### config.mk
export PLATFORM = sky130hd
export DESIGN_NAME = padc_output_ctrl
export DESIGN_NICKNAME = d
export VERILOG_FILES = /design/src/pkg/padc_pkg.sv /design/src/hdl/padc_output_ctrl.sv
export SDC_FILE = /design/constraint.sdc
export NUM_CORES = 1
export LEC_CHECK = 0
export BUFFER_PORTS_ARGS = -buffer_cell sky130_fd_sc_hd__buf_2
export CAP_MARGIN = 20
export CORE_ASPECT_RATIO = 0.5
export CORE_MARGIN = 8
export CORE_UTILIZATION = 48
export DETAILED_ROUTE_END_ITERATION = 6
export GPL_TIMING_DRIVEN = 1
export PLACE_DENSITY = 0.65
export SLEW_MARGIN = 20
export SYNTH_ARGS = -nofsm -noshare
export SYNTH_HDL_FRONTEND = slang
export SYNTH_SLANG_ARGS = --single-unit
### constraint.sdc
create_clock -name hclk -period 2.4 [get_ports hclk]
set_input_delay 0.12 -clock hclk [delete_from_list [all_inputs] [get_ports hclk]]
set_output_delay 0.12 -clock hclk [all_outputs]
set_load 0.01 [all_outputs]
### src/pkg/padc_pkg.sv
// Constants, types and register map of the pipelined converter output control
// Contract
// - Sample frozen on encode rise; low acquires
// - Encode high means positive input above negative
// - Result appears seven encode cycles later
// - Five stage results delayed, merged before output
// - Sixteen-bit word, bit 15 is MSB
// - Data valid toggles per sample; latch falling
// - Inverted data valid complements it; latch rising
// - Overflow high when input beyond full scale
// - Output enable low drives, high floats
// - Power down low floats outputs, halts conversion
// - Dither enable high turns dither on
// - Mode selects coding and duty stabilizer
// - Scramble high XORs bits 15..1 with bit 0
// - Gain select low unity, high gain 1.5
// - Two's complement mid-scale codes zeros and ones
package padc_pkg;

    localparam int PADC_WORD_W = 16;
    localparam int PADC_LATENCY = 7;
    localparam int PADC_STAGES = 5;
    localparam int PADC_SYNC_W = 9;

    // Stage field widths and their bit positions in the merged word
    localparam int PADC_STAGE_W [PADC_STAGES] = '{4, 3, 3, 3, 3};
    localparam int PADC_STAGE_LSB [PADC_STAGES] = '{12, 9, 6, 3, 0};

    // Register byte offsets
    localparam logic [7:0] PADC_OFS_CTRL = 8'h00;
    localparam logic [7:0] PADC_OFS_STATUS = 8'h04;
    localparam logic [7:0] PADC_OFS_MASK = 8'h08;
    localparam logic [7:0] PADC_OFS_LAST = 8'h0C;
    localparam logic [7:0] PADC_OFS_PINS = 8'h10;
    localparam logic [7:0] PADC_OFS_COUNT = 8'h14;

    // Status and mask bit positions
    localparam int PADC_EV_WORD = 0;
    localparam int PADC_EV_RANGE = 1;
    localparam int PADC_EV_W = 2;

    // Reset values
    localparam logic [PADC_EV_W-1:0] PADC_MASK_RST = 2'h0;
    localparam logic PADC_FREEZE_RST = 1'b0;
    localparam logic [PADC_WORD_W-1:0] PADC_WORD_RST = 16'h0000;
    localparam logic [31:0] PADC_COUNT_RST = 32'h0000_0000;

    // Mode levels as digitised by the four-level pin receiver
    localparam logic [1:0] PADC_MODE_OB_NODCS = 2'h0;
    localparam logic [1:0] PADC_MODE_OB_DCS = 2'h1;
    localparam logic [1:0] PADC_MODE_TC_DCS = 2'h2;
    localparam logic [1:0] PADC_MODE_TC_NODCS = 2'h3;

    typedef enum logic [1:0] {
        PADC_ENC_LOW = 2'b01,
        PADC_ENC_HIGH = 2'b10
    } padc_phase_t;

    // One sample in flight: residue not yet resolved, stage fields resolved so far
    typedef struct packed {
        logic [PADC_WORD_W-1:0] residue;
        logic [PADC_WORD_W-1:0] fields;
        logic over;
    } padc_slot_t;

    // Pin levels after the two-flop synchroniser
    typedef struct packed {
        logic enc_pos;
        logic enc_neg;
        logic output_disable;
        logic power_down_n;
        logic dither_en;
        logic scramble;
        logic gain_select;
        logic [1:0] mode;
    } padc_pins_t;

    // Formatted output word as driven on the data pins
    typedef struct packed {
        logic [PADC_WORD_W-1:0] word;
        logic over;
    } padc_out_t;

endpackage

### src/hdl/padc_output_ctrl.sv
// Converter output path: encode sequencing, stage pipeline, formatting, AHB-Lite registers
`timescale 1ns/1ps
module padc_output_ctrl
    import padc_pkg::*;
(
    // Clock and reset
    input wire logic hclk,
    input wire logic hresetn,
    // AHB-Lite slave
    input wire logic hsel,
    input wire logic [31:0] haddr,
    input wire logic [1:0] htrans,
    input wire logic hwrite,
    input wire logic [2:0] hsize,
    input wire logic [31:0] hwdata,
    input wire logic hready,
    output logic hreadyout,
    output logic hresp,
    output logic [31:0] hrdata,
    // Interrupt
    output logic irq,
    // Encode clock pins
    input wire logic encode_clock_pos,
    input wire logic encode_clock_neg,
    // Converter core result and range detector
    input wire logic [PADC_WORD_W-1:0] conv_code,
    input wire logic conv_over,
    // Control pins
    input wire logic output_disable,
    input wire logic power_down_n,
    input wire logic dither_en,
    input wire logic lsb_xor_scramble,
    input wire logic gain_select,
    input wire logic [1:0] mode_level,
    // Analog control outputs
    output logic analog_enable,
    output logic dither_active,
    output logic duty_stabilizer_en,
    output logic gain_high,
    // Data outputs
    output logic [PADC_WORD_W-1:0] sample_word,
    output logic sample_word_oe,
    output logic range_exceeded,
    output logic range_exceeded_oe,
    output logic data_valid_clk,
    output logic data_valid_clk_inv,
    output logic data_valid_oe
);

    typedef struct packed {
        padc_pins_t sync1;
        padc_pins_t sync2;
        padc_phase_t phase;
        padc_slot_t [PADC_LATENCY-1:0] pipe;
        padc_out_t out;
        logic dv;
        logic addr_valid;
        logic addr_write;
        logic [7:0] addr;
        logic [31:0] rdata;
        logic freeze;
        logic [PADC_EV_W-1:0] status;
        logic [PADC_EV_W-1:0] mask;
        padc_out_t last;
        logic [31:0] count;
    } padc_state_t;

    padc_state_t s_q;
    padc_state_t s_d;

    // Offset binary becomes two's complement by inverting the MSB
    function automatic logic twos_coding(input logic [1:0] m);
        twos_coding = (m == PADC_MODE_TC_DCS) || (m == PADC_MODE_TC_NODCS);
    endfunction

    function automatic logic dcs_on(input logic [1:0] m);
        dcs_on = (m == PADC_MODE_OB_DCS) || (m == PADC_MODE_TC_DCS);
    endfunction

    padc_pins_t pins_raw;
    logic enc_high;
    logic enc_rise;
    logic running;
    logic drive_en;
    logic [PADC_WORD_W-1:0] merged;
    logic [PADC_WORD_W-1:0] coded;
    logic [PADC_WORD_W-1:0] stage_field [PADC_STAGES];
    logic [PADC_WORD_W-1:0] stage_keep [PADC_STAGES];
    logic bus_take;
    logic rd_status;
    logic [PADC_EV_W-1:0] events;

    assign pins_raw = '{
        enc_pos: encode_clock_pos,
        enc_neg: encode_clock_neg,
        output_disable: output_disable,
        power_down_n: power_down_n,
        dither_en: dither_en,
        scramble: lsb_xor_scramble,
        gain_select: gain_select,
        mode: mode_level
    };

    // Digital stand-in for the differential comparator on the encode pair
    assign enc_high = s_q.sync2.enc_pos & ~s_q.sync2.enc_neg;
    assign running = s_q.sync2.power_down_n;
    assign enc_rise = running && (s_q.phase == PADC_ENC_LOW) && enc_high;
    assign drive_en = ~s_q.sync2.output_disable & s_q.sync2.power_down_n;

    // Each stage resolves the top bits of the residue it receives
    generate
        for (genvar i = 0; i < PADC_STAGES; i++)
        begin : g_stage
            localparam int W = PADC_STAGE_W[i];
            localparam int L = PADC_STAGE_LSB[i];
            localparam logic [PADC_WORD_W-1:0] KEEP = PADC_WORD_W'(((1 << W) - 1) << L);
            assign stage_keep[i] = KEEP;
            assign stage_field[i] = s_q.pipe[i].residue & KEEP;
        end
    endgenerate

    // Correction logic: all five fields of one sample meet in the last slot
    assign merged = s_q.pipe[PADC_LATENCY-1].fields;

    always_comb
    begin
        coded = merged;
        if (twos_coding(s_q.sync2.mode))
        begin
            coded[PADC_WORD_W-1] = ~merged[PADC_WORD_W-1];
        end
        if (s_q.sync2.scramble)
        begin
            coded[PADC_WORD_W-1:1] = coded[PADC_WORD_W-1:1]
                ^ {(PADC_WORD_W-1){coded[0]}};
        end
    end

    assign bus_take = hsel && htrans[1] && hready;
    assign rd_status = bus_take && !hwrite && (haddr[7:0] == PADC_OFS_STATUS);

    always_comb
    begin
        events = '0;
        events[PADC_EV_WORD] = enc_rise;
        events[PADC_EV_RANGE] = enc_rise && s_q.pipe[PADC_LATENCY-1].over;
    end

    always_comb
    begin
        s_d = s_q;
        s_d.sync1 = pins_raw;
        s_d.sync2 = s_q.sync1;

        // Encode phase tracking; a halted converter is parked in the low phase
        if (!running)
        begin
            s_d.phase = PADC_ENC_LOW;
        end
        else
        begin
            unique case (s_q.phase)
                PADC_ENC_LOW:
                begin
                    if (enc_high)
                    begin
                        s_d.phase = PADC_ENC_HIGH;
                    end
                end
                PADC_ENC_HIGH:
                begin
                    if (!enc_high)
                    begin
                        s_d.phase = PADC_ENC_LOW;
                    end
                end
                default:
                begin
                    s_d.phase = PADC_ENC_LOW;
                end
            endcase
        end

        // Pipeline advances only on the encode rise; edge 7 loads the output
        if (enc_rise)
        begin
            s_d.pipe[0].residue = conv_code;
            s_d.pipe[0].fields = '0;
            s_d.pipe[0].over = conv_over;
            for (int j = 1; j < PADC_LATENCY; j++)
            begin
                s_d.pipe[j] = s_q.pipe[j-1];
            end
            for (int k = 0; k < PADC_STAGES; k++)
            begin
                s_d.pipe[k+1].fields = s_q.pipe[k].fields | stage_field[k];
                s_d.pipe[k+1].residue = s_q.pipe[k].residue & ~stage_keep[k];
            end
            s_d.out.word = coded;
            s_d.out.over = s_q.pipe[PADC_LATENCY-1].over;
            s_d.count = s_q.count + 32'h0000_0001;
            if (!s_q.freeze)
            begin
                s_d.last = s_d.out;
            end
        end

        // Data valid follows the encode phase so its fall lands mid-window
        s_d.dv = running && (s_d.phase == PADC_ENC_HIGH);

        // AHB-Lite: zero wait, read data registered in the address phase
        s_d.addr_valid = bus_take;
        s_d.addr_write = bus_take && hwrite;
        s_d.addr = haddr[7:0];
        if (bus_take && !hwrite)
        begin
            unique case (haddr[7:0])
                PADC_OFS_CTRL: s_d.rdata = {31'h0, s_q.freeze};
                PADC_OFS_STATUS: s_d.rdata = {30'h0, s_q.status};
                PADC_OFS_MASK: s_d.rdata = {30'h0, s_q.mask};
                PADC_OFS_LAST: s_d.rdata = {15'h0, s_q.last.over, s_q.last.word};
                PADC_OFS_PINS: s_d.rdata = {23'h0, s_q.sync2};
                PADC_OFS_COUNT: s_d.rdata = s_q.count;
                default: s_d.rdata = 32'h0000_0000;
            endcase
        end
        if (s_q.addr_write)
        begin
            unique case (s_q.addr)
                PADC_OFS_CTRL: s_d.freeze = hwdata[0];
                PADC_OFS_MASK: s_d.mask = hwdata[PADC_EV_W-1:0];
                default: ;
            endcase
        end

        // Read clears status, but an event in the same cycle survives
        s_d.status = (rd_status ? '0 : s_q.status) | events;
    end

    always_ff @(posedge hclk or negedge hresetn)
    begin
        if (!hresetn)
        begin
            s_q <= '{
                sync1: '0,
                sync2: '0,
                phase: PADC_ENC_LOW,
                pipe: '0,
                out: '{word: PADC_WORD_RST, over: 1'b0},
                dv: 1'b0,
                addr_valid: 1'b0,
                addr_write: 1'b0,
                addr: 8'h00,
                rdata: 32'h0000_0000,
                freeze: PADC_FREEZE_RST,
                status: '0,
                mask: PADC_MASK_RST,
                last: '{word: PADC_WORD_RST, over: 1'b0},
                count: PADC_COUNT_RST
            };
        end
        else
        begin
            s_q <= s_d;
        end
    end

    assign hreadyout = 1'b1;
    assign hresp = 1'b0;
    assign hrdata = s_q.rdata;
    assign irq = |(s_q.status & s_q.mask);

    assign analog_enable = s_q.sync2.power_down_n;
    assign dither_active = s_q.sync2.dither_en & s_q.sync2.power_down_n;
    assign duty_stabilizer_en = dcs_on(s_q.sync2.mode);
    assign gain_high = s_q.sync2.gain_select;

    assign sample_word = s_q.out.word;
    assign range_exceeded = s_q.out.over;
    assign data_valid_clk = s_q.dv;
    assign data_valid_clk_inv = ~s_q.dv;
    assign sample_word_oe = drive_en;
    assign range_exceeded_oe = drive_en;
    assign data_valid_oe = drive_en;

endmodule

Word level (Yosys, flattened, before mapping). Index checks and enable logic that the tools add are counted.

Input bits: 100. Bits in registers: 270. Logic and storage cells: 101. Output and inout bits: 61.

Equality and inequality tests: 12. $add $sub $neg: 1. Bitwise gates (word level): 15. Reductions and logical operators: 18. Muxes and demuxes: 8.

Operator list (number): one-hot mux 32 bit (6 select lines) (1); adder 32 x 1 -> 32 bit (second input constant) (1); == test 8 x 4 -> 1 bit (second input constant) (3); == test 8 x 5 -> 1 bit (second input constant) (2); logical NOT 8 bit (2); bitwise OR 16 x 12 -> 16 bit (1); bitwise OR 16 x 3 -> 16 bit (1); bitwise OR 16 x 6 -> 16 bit (1); bitwise OR 16 x 9 -> 16 bit (1); 2-to-1 mux 15 bit (1); XOR 15 bit (1); logical AND 1 bit (9); == test 2 bit (second input constant) (4); == test 8 x 3 -> 1 bit (second input constant) (1); 2-to-1 mux 2 bit (4); AND reduction 2 bit (3); NOT 1 bit (5); == test 2 x 1 -> 1 bit (second input constant) (2); one-hot mux 2 bit (2 select lines) (1); bitwise AND 1 bit (3); bitwise AND 2 bit (1); logical OR 1 bit (2); bitwise OR 2 bit (1); OR reduction 2 bit (1); other kinds (2) (2).

Depth between registers and ports, before layout. Gate-level depths: netlist (run 1).

Depth after elaboration: 7. Gate-level depth with buffers: 8. Mapped depth without buffers: 6.

Least setup slack after synthesis (run 1). No wires, ideal clock.

Path kind: flip-flop to flip-flop. Start point: reg s_q[345] (netlist bit). End point: reg s_q[42] (netlist bit). Path slack: 660 ps. Setup time: 133 ps. Period minus slack after synthesis: 1740 ps. Data required time: 2267 ps. Arrival: 1606 ps. Stages on the path, launching flop included: 8. Path buffers: 2. Cells stage by stage: dfstp_2 -> ha_1 -> nand4b_4 -> or2_1 -> clkbuf_1 -> clkbuf_1 -> nand2_1 -> o21ai_0.

Cells in the longest elaborated chain, start to end: 4.

Ends and longest elaborated chain: from (decl) (line padc_output_ctrl.sv:68) `padc_state_t s_q;`; from (signal assigned) (line padc_output_ctrl.sv:244) `s_q <= '{`; == test 2 x 1 -> 1 bit (line padc_output_ctrl.sv:107) `assign enc_rise = running && (s_q.phase == PADC_ENC_LOW) && enc_high;`; logical AND 1 bit (2 in series) (line padc_output_ctrl.sv:107); AND reduction 2 bit (no line).

Every way passes these cells. A chain may end at the register's enable or synchronous reset.

Worst setup path after layout (run 1).
Start point: reg s_q[345] (netlist bit). End point: reg s_q[26] (netlist bit).

Cells in the longest elaborated chain, start to end: 3.

Ends and longest elaborated chain (line): == test 2 x 1 -> 1 bit (padc_output_ctrl.sv:107); logical AND 1 bit (2 in series) (padc_output_ctrl.sv:107).

Every way passes these cells.

==> impl_metrics.py, run 1 <==
metrics = {
    "global_route": {
        "overflow": 0,
        "antenna_found_initial": 0,
        "grt_pass1_vias": 7026,
        "grtUsageTotal_pct": 15.4,
        "grt_max_degree": 152,
        "grt_pass1_wl_um": 35200,
    },
    "clock_tree": {
        "postCtsSetupBuffers": 0,
        "cts_tree": "done",
        "root_buffer": "clkbuf_16",
        "clockBufferDepth": 3,
        "cts_made_buffers": 24,
        "clock-sinks": 252,
        "cts_max_level": 1,
        "clkLatencyLatePin_ns": 0.51,
        "path_clk_slew_ns": 0.07,
    },
    "final_layout": {
        "drive_gt1_share_pct": 15.7,
        "antenna_cells": 0,
        "nets": 1200,
        "final_util_pct": 56.2,
        "multi_input_comb_area_sq_um": 3350,
        "register_area_sq_um": 6310,
        "fillers": 1869,
        "area_delta_synth_final_pct": 16.5,
        "post-route-cell-area_sq_um": 12000,
    },
    "die": {
        "die_h_um": 120,
        "core_area_sq_um": 21400,
        "io_pins": 161,
        "die_w_um": 223,
        "start_util_pct": 48.2,
        "num_rows": 38,
        "dieArea_sq_um": 26700,
    },
    "outcome": {
        "status": "finished, final reports clean",
    },
    "timing": {
        "clock_skew_ns": 0.0139,
        "rsz0062_at_grt": "no",
        "finalMaxSlewViolations": 0,
        "finalHoldViolCount": 0,
        "fmax_ghz": 0.463,
        "relSlewSlack_pct": 52.7,
        "min_period_ns": 2.16,
        "setup_viol": 0,
        "finalCritPeriodShare_pct": 89.9,
        "setup_tns_ns": 0,
        "worst_pin_slew_ns": 0.708,
    },
    "power_and_ir_drop": {
        "p_int_mw": 8.98,
        "clkPwrFrac_pct": 34.0,
        "ir_drop_v": 0.000476,
        "p_per_area_nw_per_um2": 1040,
        "pwr-share-comb_pct": 16.0,
        "switching_share_pct": 28.1,
        "seqPwrFrac_pct": 50.0,
        "leakagePower_nw": 6.19,
        "p_sw_mw": 3.51,
    },
    "setup_path": {
        "start_kind": "flip-flop",
        "crit_type": "reg -> reg",
        "cp_max_fo": 9,
        "critPathArrivalTime_ns": 2.56,
        "cp-startpoint": "s_q[345]",
        "crit_required_ns": 2.80,
        "cp-end-kind": "flip-flop",
        "r2r-start": "s_q[345]",
    },
    "drt": {
        "drt_wl_total_um": 20200,
        "wire_per_inst_um": 14.5,
        "first_pass_iters": 4,
        "met2WireLength_um": 9310,
        "via_per_inst": 4.92,
        "dr.first_iter.drc_count": 497,
        "route.vias.total": 6838,
        "met1_length_um": 9730,
        "highest_layer": "met4",
        "drc": 0,
        "ant_nets": 0,
        "met3WireLength_um": 700,
    },
    "placement": {
        "placedInstanceArea_sq_um": 10700,
        "gp_congestion": 0.784,
        "dp_hpwl_um": 13400,
        "io_buffers": 100,
    },
    "logic_synthesis": {
        "ys.flop_type": "dfrtp_1",
        "synth_area_per_cell_sq_um": 10.1,
        "netlist_instances": 1017,
        "netlist_top_cells_count": "nand2_1, dfrtp_1, buf_4, o21ai_0, xnor2_1",
        "syn_area_sq_um": 10300,
        "ys_seq_area_share_pct": 61.1,
        "ys_seq_elements": 252,
        "synth-edff-count": 0,
        "synth_top_area_share_pct": 60.9,
        "syn_nets": 1122,
        "synth.largest_area_cell": "dfrtp_1",
        "synth_cell_types": 51,
        "async_flop_share_pct": 100,
        "ys_warn_count": 0,
        "synth_top_cells_by_area": "dfrtp_1, nand2_1, buf_4",
        "synth_most_common_cell": "nand2_1",
    },
    "min_path": {
        "hold_path.class": "in -> async",
    },
    "flow_run": {
        "maxCapViolations": 0,
    },
}
logic make-up (layout without fill, tap and decap cells):
| kind of cell | count (synthesis) | in the layout | synth area share [%] |
|---|---|---|---|
| other | 2 | 2 | 0.0728 |
| xor gates and xnor gates | 47 | 47 | 3.99 |
| buffers and inverters | 110 | 204 | 6.49 |
| AOI/OAI and AO/OA | 79 | 79 | 5.06 |
| muxes | 17 | 17 | 1.83 |
| DFF | 252 | 252 | 61.1 |
| and+or+nand+nor | 505 | 505 | 20.9 |
| adders and majority gates | 5 | 5 | 0.606 |
per-layer routing:
layer  vias to the layer above  global-route usage, %
met5                         -                      0
met4                         0                   4.38
met3                        44                   2.63
met2                       106                   24.9
met1                      3290                   21.4
li1                       3398                      -
critical path, stage by stage, from the launching register on:
cell and delay [ns]:
dfstp_2 0.56, ha_1 0.27, nand4b_4 0.25, nor4_2 0.59, nand4_1 0.20, xnor2_1 0.18
stage by stage:
stage	setup WS (ns)	hold WS (ns)	instances	power [mW]
5_1_grt	0.111	0.229	1391	13.3
3_5_place_dp	0.262	0.171	1310	8.30
4_1_cts	0.244	0.169	1391	12.6
2_1_floorplan	0.660	-0.176	1017	7.65
6_report	0.242	0.178	1391	12.5
3_3_place_gp	0.356	0.173	1310	8.19
layout make-up:
cell class,count,area share [%]
multi-input combinational,655,27.9
sequential,252,52.5
clock inverter,12,1.77
clock buffer,30,5.69
inverter,8,0.250
timing repair buffer,154,9.05
tap,280,2.91
power by group through the flow:
| stage | clock (mW) | sequential, mW | combinational [mW] |
|---|---|---|---|
| final | 4.25 | 6.25 | 1.99 |
| after global routing | 4.50 | 6.39 | 2.36 |
| after CTS | 4.34 | 6.25 | 2.05 |
| after detailed placement | 0 | 6.32 | 1.98 |
| after global placement | 0 | 6.28 | 1.91 |
| after floorplan | 0 | 6.10 | 1.56 |
cells in the final DEF (no fill, tap or decap), drive strengths merged, types with 2 or more instances in the layout:
cell type,count
a21o,2
a21oi,2
a221o,7
a22o,17
a22oi,8
and2,5
and3,7
and4,3
and4b,2
buf,115
bufinv,6
clkbuf,30
clkinv,5
conb,2
dfrtp,251
dlygate4sd3,39
ha,5
inv,8
mux2,5
mux2i,11
nand2,418
nand2b,2
nand3,15
nand4,16
nand4b,4
nor2,15
nor3,7
nor4,3
nor4b,2
o21ai,42
xnor2,31
xor2,16
what timing repair did:
item	4_1_cts	5_1_grt
endpoints found under the hold margin	118	0
hold buffers	39	0
gates resized for setup	0	0
endpoints found under the setup margin	0	0
registers in the layout, indices dropped and copies added, names as in the netlist, 9 cells and up:
name / count
s_q: 175
hrdata: 32
merged: 16
sample_word: 16
s_d: 9
path summary, 6_finish.rpt:
kind / end / slack (ns) / cells past startpoint
worst max register to register: s_q[26] / 0.24 / 5
min in group hclk: hrdata[0] / 0.20 / 4
worst min-delay path: s_q[168] / 0.18 / 2
worst min register to register: s_q[353] / 0.35 / 0
max in group asynchronous: s_q[345] / 1.39 / 3
worst max-delay path: s_q[26] / 0.24 / 5
No activity file was read; power rests on OpenSTA's default activity.
==> run 2, diff against run 1 <==
--- a/config.mk
+++ b/config.mk
@@ -13,6 +13,7 @@
 export DETAILED_ROUTE_END_ITERATION = 6
 export GPL_TIMING_DRIVEN = 1
 export PLACE_DENSITY = 0.65
+export REMOVE_ABC_BUFFERS = 1
 export SLEW_MARGIN = 20
 export SYNTH_ARGS = -nofsm -noshare
 export SYNTH_HDL_FRONTEND = slang
==> run 2 against run 1 <==
- clock skew decreased by 0.0053 ns
- core utilization decreased by 0.15 points
- routed wire length increased by 0.47%
- combinational power about the same
- hold slack got worse by 0.054 ns
- clock power decreased by 2%
- highest routed layer unchanged
- die area unchanged
- critical path depth increased by 1
- register-to-register slack about the same
- first-iteration DRC count increased by 12%
- largest power group unchanged
==> impl_metrics.py, run 2 (same netlist as run 1, synthesis figures left out) <==
metrics = {
    "die": {
        "core_area_sq_um": 21400,
        "io_pins": 161,
        "num_rows": 38,
        "die_w_um": 223,
        "start_util_pct": 48.2,
        "dieArea_sq_um": 26700,
        "die_h_um": 120,
    },
    "timing": {
        "min_period_ns": 2.16,
        "whs_ns": 0.124,
        "finalCritPeriodShare_pct": 90.0,
        "fmax_ghz": 0.463,
        "setup_viol": 0,
        "clock_skew_ns": 0.00863,
        "worst_pin_slew_ns": 0.624,
        "finalMaxSlewViolations": 0,
        "finalHoldViolCount": 0,
        "relSlewSlack_pct": 58.4,
        "rsz0062_at_grt": "no",
    },
    "drt": {
        "drc": 0,
        "ant_nets": 0,
        "first_pass_iters": 5,
        "route.vias.total": 6835,
        "dr.first_iter.drc_count": 559,
        "wire_per_inst_um": 14.6,
        "via_per_inst": 4.92,
        "drt_wl_total_um": 20300,
    },
    "power_and_ir_drop": {
        "leakagePower_nw": 6.18,
        "power_mw": 12.4,
        "ir_drop_v": 0.000422,
        "p_per_area_nw_per_um2": 1030,
    },
    "final_layout": {
        "fillers": 1853,
        "mostFrequentLayoutCells": "nand2_1, dfrtp_1, buf_2",
        "final_util_pct": 56.0,
        "antenna_cells": 0,
        "area_delta_synth_final_pct": 16.2,
        "drive_gt1_share_pct": 15.6,
        "stdcell_count": 1389,
        "layout_commonest_cell": "nand2_1",
        "largest_register_ff_count": 175,
        "regMostFlops": "s_q",
        "nets": 1197,
    },
    "clock_tree": {
        "postCtsSetupBuffers": 0,
        "clkLatencyLatePin_ns": 0.51,
        "clock-sinks": 252,
        "path_clk_slew_ns": 0.07,
        "root_buffer": "clkbuf_16",
        "clockBufferDepth": 3,
        "cts_tree": "done",
        "cts_made_buffers": 23,
        "cts_max_level": 1,
    },
    "global_route": {
        "antenna_found_initial": 0,
        "grt_pass1_vias": 6791,
        "grt_max_degree": 150,
        "overflow": 0,
        "grt_pass1_wl_um": 34400,
        "grtUsageTotal_pct": 15.1,
    },
    "setup_path": {
        "crit_type": "reg -> reg",
        "cp-end-kind": "flip-flop",
        "cp_max_fo": 18,
        "r2r_setup_slack_ns": 0.24,
        "r2r-start": "s_q[345]",
        "start_kind": "flip-flop",
        "critPathArrivalTime_ns": 2.54,
        "reg2regPathDepth": 6,
        "cp-startpoint": "s_q[345]",
        "crit_required_ns": 2.78,
        "critical_path.endpoint": "s_q[39]",
        "reg2reg_to": "s_q[39]",
    },
    "placement": {
        "gp_congestion": 0.784,
        "dp_cells": 1308,
        "dp_hpwl_um": 13000,
        "io_buffers": 100,
    },
    "flow_run": {
        "maxCapViolations": 0,
    },
    "min_path": {
        "hold_path.class": "in -> async",
    },
    "outcome": {
        "status": "finished, final reports clean",
    },
}
## run 2: changes by cell type in the layout (fill, tap and decap cells not counted)
cell | previous run | this run
clkbuf_1 | 1 | 0
clkinvlp_4 | 1 | 0
clkinv_4 | 0 | 1
buf_4 | 9 | 7
clkbuf_16 | 25 | 23
inv_6 | 0 | 1
clkbuf_8 | 4 | 6
## run 2: power breakdown
group	internal, mW	total, mW	switching [mW]
clock	2.59	4.17	1.58
combinational	0.824	1.99	1.17
sequential	5.50	6.21	0.718
total	8.91	12.4	3.46
## run 2: how the worst min path moves through the flow
stage | from | slack [ns] | to
after floorplan | hresetn | -0.18 | analog_enable
after global placement | hresetn | 0.08 | sample_word[7]
after detailed placement | hresetn | 0.09 | sample_word[8]
after CTS | hresetn | 0.14 | sample_word[8]
after global routing | hresetn | 0.16 | sample_word[8]
final | hresetn | 0.12 | sample_word[8]
## run 2: layout make-up
| type | count | area (sq um) | area share [%] |
|---|---|---|---|
| well taps | 280 | 350 | 2.92 |
| clock inverters | 13 | 223 | 1.86 |
| repair buffers | 152 | 1070 | 8.95 |
| clock buffers | 29 | 658 | 5.49 |
| inverters | 8 | 30.0 | 0.250 |
| flip-flops and latches | 252 | 6310 | 52.6 |
| multi-input cells | 655 | 3350 | 27.9 |
## run 2: timing repair
item,4_1_cts,5_1_grt
gates resized for setup,0,0
hold endpoints to repair,174,0
hold buffers,39,0
## run 2: metal layers
layer	routed length, um	track usage [%]
met1	9860	21.4
met2	9360	24.3
met3	736	2.58
met4	384	3.56
met5	0	0
## run 2: through the flow
step	setup slack [ns]	TNS, ns	area (sq um)
3_3_place_gp	0.326	0	10700
6_report	0.240	0	12000
3_5_place_dp	0.259	0	10700
2_1_floorplan	-1.14	-135.48	9680
4_1_cts	0.239	0	12000
5_1_grt	0.116	0	12000
## run 2: critical path, cell delays in order, from the launching register on
cell and delay, ns:
dfstp_2 0.56, ha_1 0.25, nand4b_4 0.26, or2_1 0.52, buf_4 0.30, nand2_1 0.09, o21ai_1 0.06
==> run 3, diff against run 2 <==
--- a/config.mk
+++ b/config.mk
@@ -5,14 +5,14 @@
 export SDC_FILE = /design/constraint.sdc
 export NUM_CORES = 1
 export LEC_CHECK = 0
+export ABC_AREA = 1
 export BUFFER_PORTS_ARGS = -buffer_cell sky130_fd_sc_hd__buf_2
 export CAP_MARGIN = 20
 export CORE_ASPECT_RATIO = 0.5
-export CORE_MARGIN = 8
-export CORE_UTILIZATION = 48
+export CORE_UTILIZATION = 30
 export DETAILED_ROUTE_END_ITERATION = 6
 export GPL_TIMING_DRIVEN = 1
-export PLACE_DENSITY = 0.65
+export PLACE_DENSITY = 0.43
 export REMOVE_ABC_BUFFERS = 1
 export SLEW_MARGIN = 20
 export SYNTH_ARGS = -nofsm -noshare
==> run 3 against run 2 <==
- cell count rose by 26%
- clock skew rose by 0.0044 ns
- largest power group unchanged
- combinational power barely moved
- first-iteration DRC count is 20% lower
- clock-buffer cell count is 7 higher
- hold slack got worse by 0.085 ns
==> impl_metrics.py, run 3 <==
metrics = {
    "outcome": {
        "status": "finished, final reports clean",
    },
    "logic_synthesis": {
        "synth_most_common_cell": "nand2_1",
        "synth_top_cells_by_area": "dfrtp_1, nand2_1, o21ai_0",
        "synthAdderAreaFrac_pct": 0.578,
        "synth-compound-area-share_pct": 6.83,
        "synth_top_area_share_pct": 58.0,
        "synth-edff-count": 0,
        "ys_seq_area_share_pct": 58.2,
        "synth_area_per_cell_sq_um": 9.29,
        "async_flop_share_pct": 100,
        "synth_cell_types": 44,
        "netlist_top_cells_count": "nand2_1, dfrtp_1, o21ai_0, inv_1, buf_4",
        "synth_top_family_by_area": "simple AND/OR/NAND/NOR gates",
        "ys_warn_count": 0,
        "yosys.area_share.simple_pct": 21.8,
        "synth_mux_area_share_pct": 0,
        "syn_area_sq_um": 10800,
        "synth.largest_area_cell": "dfrtp_1",
        "synth_xor_area_share_pct": 2.91,
        "ys.flop_type": "dfrtp_1",
        "ys_seq_elements": 252,
        "netlist_instances": 1166,
    },
    "clock_tree": {
        "clock-sinks": 252,
        "root_buffer": "clkbuf_16",
        "cts_tree": "done",
        "postCtsSetupBuffers": 0,
        "clkLatencyLatePin_ns": 0.54,
        "cts_max_level": 1,
        "clockBufferDepth": 3,
        "cts_made_buffers": 26,
        "path_clk_slew_ns": 0.06,
        "cts_resized": 0,
    },
    "timing": {
        "fmax_ghz": 0.507,
        "setup_tns_ns": 0,
        "min_period_ns": 1.97,
        "setup_viol": 0,
        "relSlewSlack_pct": 54.0,
        "clock_skew_ns": 0.0131,
        "finalMaxSlewViolations": 0,
        "rsz0062_at_grt": "no",
        "worst_pin_slew_ns": 0.690,
        "finalHoldViolCount": 0,
        "whs_ns": 0.0387,
        "finalCritPeriodShare_pct": 82.1,
    },
    "drt": {
        "wire_per_inst_um": 13.2,
        "via_per_inst": 4.29,
        "drt_wl_total_um": 23000,
        "first_pass_iters": 6,
        "ant_nets": 0,
        "dr.first_iter.drc_count": 446,
        "drc": 0,
        "route.vias.total": 7484,
    },
    "setup_path": {
        "cp-end-kind": "flip-flop",
        "crit_type": "reg -> reg",
        "cp_max_fo": 75,
        "critPathArrivalTime_ns": 2.43,
        "crit_required_ns": 2.86,
        "start_kind": "flip-flop",
    },
    "die": {
        "die_h_um": 136,
        "num_rows": 48,
        "dieArea_sq_um": 36900,
        "die_w_um": 271,
        "io_pins": 161,
        "start_util_pct": 30.9,
        "core_area_sq_um": 35000,
    },
    "global_route": {
        "grt_pass1_vias": 7526,
        "antenna_found_initial": 0,
        "grtUsageTotal_pct": 12.8,
        "grt_pass1_wl_um": 38600,
        "grt_max_degree": 111,
        "overflow": 0,
    },
    "power_and_ir_drop": {
        "leakagePower_nw": 6.33,
        "p_per_area_nw_per_um2": 948,
        "ir_drop_v": 0.000627,
    },
    "final_layout": {
        "largest_register_ff_count": 175,
        "mostFrequentLayoutCells": "nand2_1, dfrtp_1, o21ai_0",
        "nets": 1356,
        "area_delta_synth_final_pct": 17.6,
        "layout_commonest_cell": "nand2_1",
        "regMostFlops": "s_q",
        "antenna_cells": 0,
        "drive_gt1_share_pct": 15.7,
        "post-route-cell-area_sq_um": 12700,
    },
    "placement": {
        "gp_congestion": 0.809,
        "placedInstanceArea_sq_um": 11500,
        "io_buffers": 100,
        "dp_hpwl_um": 15100,
    },
    "flow_run": {
        "maxCapViolations": 0,
    },
    "min_path": {
        "hold_path.class": "in -> reg",
    },
}
run 3: changes by cell type after synthesis, moves of 11 or more:
cell	delta
clkbuf_1	-15
nor2_4	+11
nor2_1	+13
mux2i_1	-11
nand3_1	+34
a22o_1	-14
nand2_1	-32
o21ai_0	+85
inv_1	+98
xnor2_1	-13
run 3: layout make-up:
class                   instances  area (sq um)
well taps                     475           594
inverters                     113           428
fillers                      3615         22300
multi-input cells             708          3490
clock inverters                11           166
repair buffers                150          1030
clock buffers                  36           718
flip-flops and latches        252          6310
run 3: cells by family (layout without fill, tap and decap cells):
logic type	Yosys count	in the layout
other	2	2
flip-flops	252	252
adder cells (fa/ha/maj)	5	5
XOR/XNOR	36	36
AND/OR/NAND/NOR	527	527
AO/OA/AOI/OAI	138	138
buffers and inverters	206	310
run 3: per-layer routing:
| metal | GRT usage, % | vias up | routed length (um) |
|---|---|---|---|
| li1 | - | 3773 | - |
| met1 | 17.8 | 3572 | 11400 |
| met2 | 20.6 | 97 | 10300 |
| met3 | 2.45 | 42 | 801 |
| met4 | 3.45 | 0 | 531 |
| met5 | 0 | - | 0 |
run 3: worst paths after layout:
kind | cells after the start | start | end | slack, ns
setup reg to reg | 8 | s_q[346] | s_q[163] | 0.43
max in group asynchronous | 3 | hresetn | s_q[142] | 1.43
hold reg to reg | 0 | s_d[351] | s_q[351] | 0.35
setup / recovery | 8 | s_q[346] | s_q[163] | 0.43
hold / removal | 5 | htrans[1] | hrdata[4] | 0.04
min in group asynchronous | 2 | hresetn | s_q[132] | 0.14
run 3: worst max-delay path, cell delays in order (launching register included):
cell,delay [ns]
dfrtp_1,0.37
inv_1,0.07
ha_1,0.20
nand2_1,0.15
inv_2,0.08
nand2_8,0.17
buf_4,0.59
nand2_1,0.12
o21ai_0,0.11
run 3: report_power, final:
group	internal [mW]	leakage [nW]	switching, mW
combinational	0.797	2.57	1.18
clock	2.52	0.437	1.69
sequential	5.36	3.32	0.528
run 3: repair_timing:
action	4_1_cts	5_1_grt
setup endpoints to repair	0	0
endpoints found under the hold margin	117	0
hold buffers	39	0
run 3: metrics by stage:
step	cells	setup WS [ns]	total power, mW	utilization [%]
6_report	1745	0.429	12.1	36.4
5_1_grt	1745	0.185	12.9	36.4
4_1_cts	1745	0.380	12.3	36.4
3_5_place_dp	1659	0.403	7.93	32.7
3_3_place_gp	1659	0.473	7.86	32.7
2_1_floorplan	1073	-1.67	7.16	-
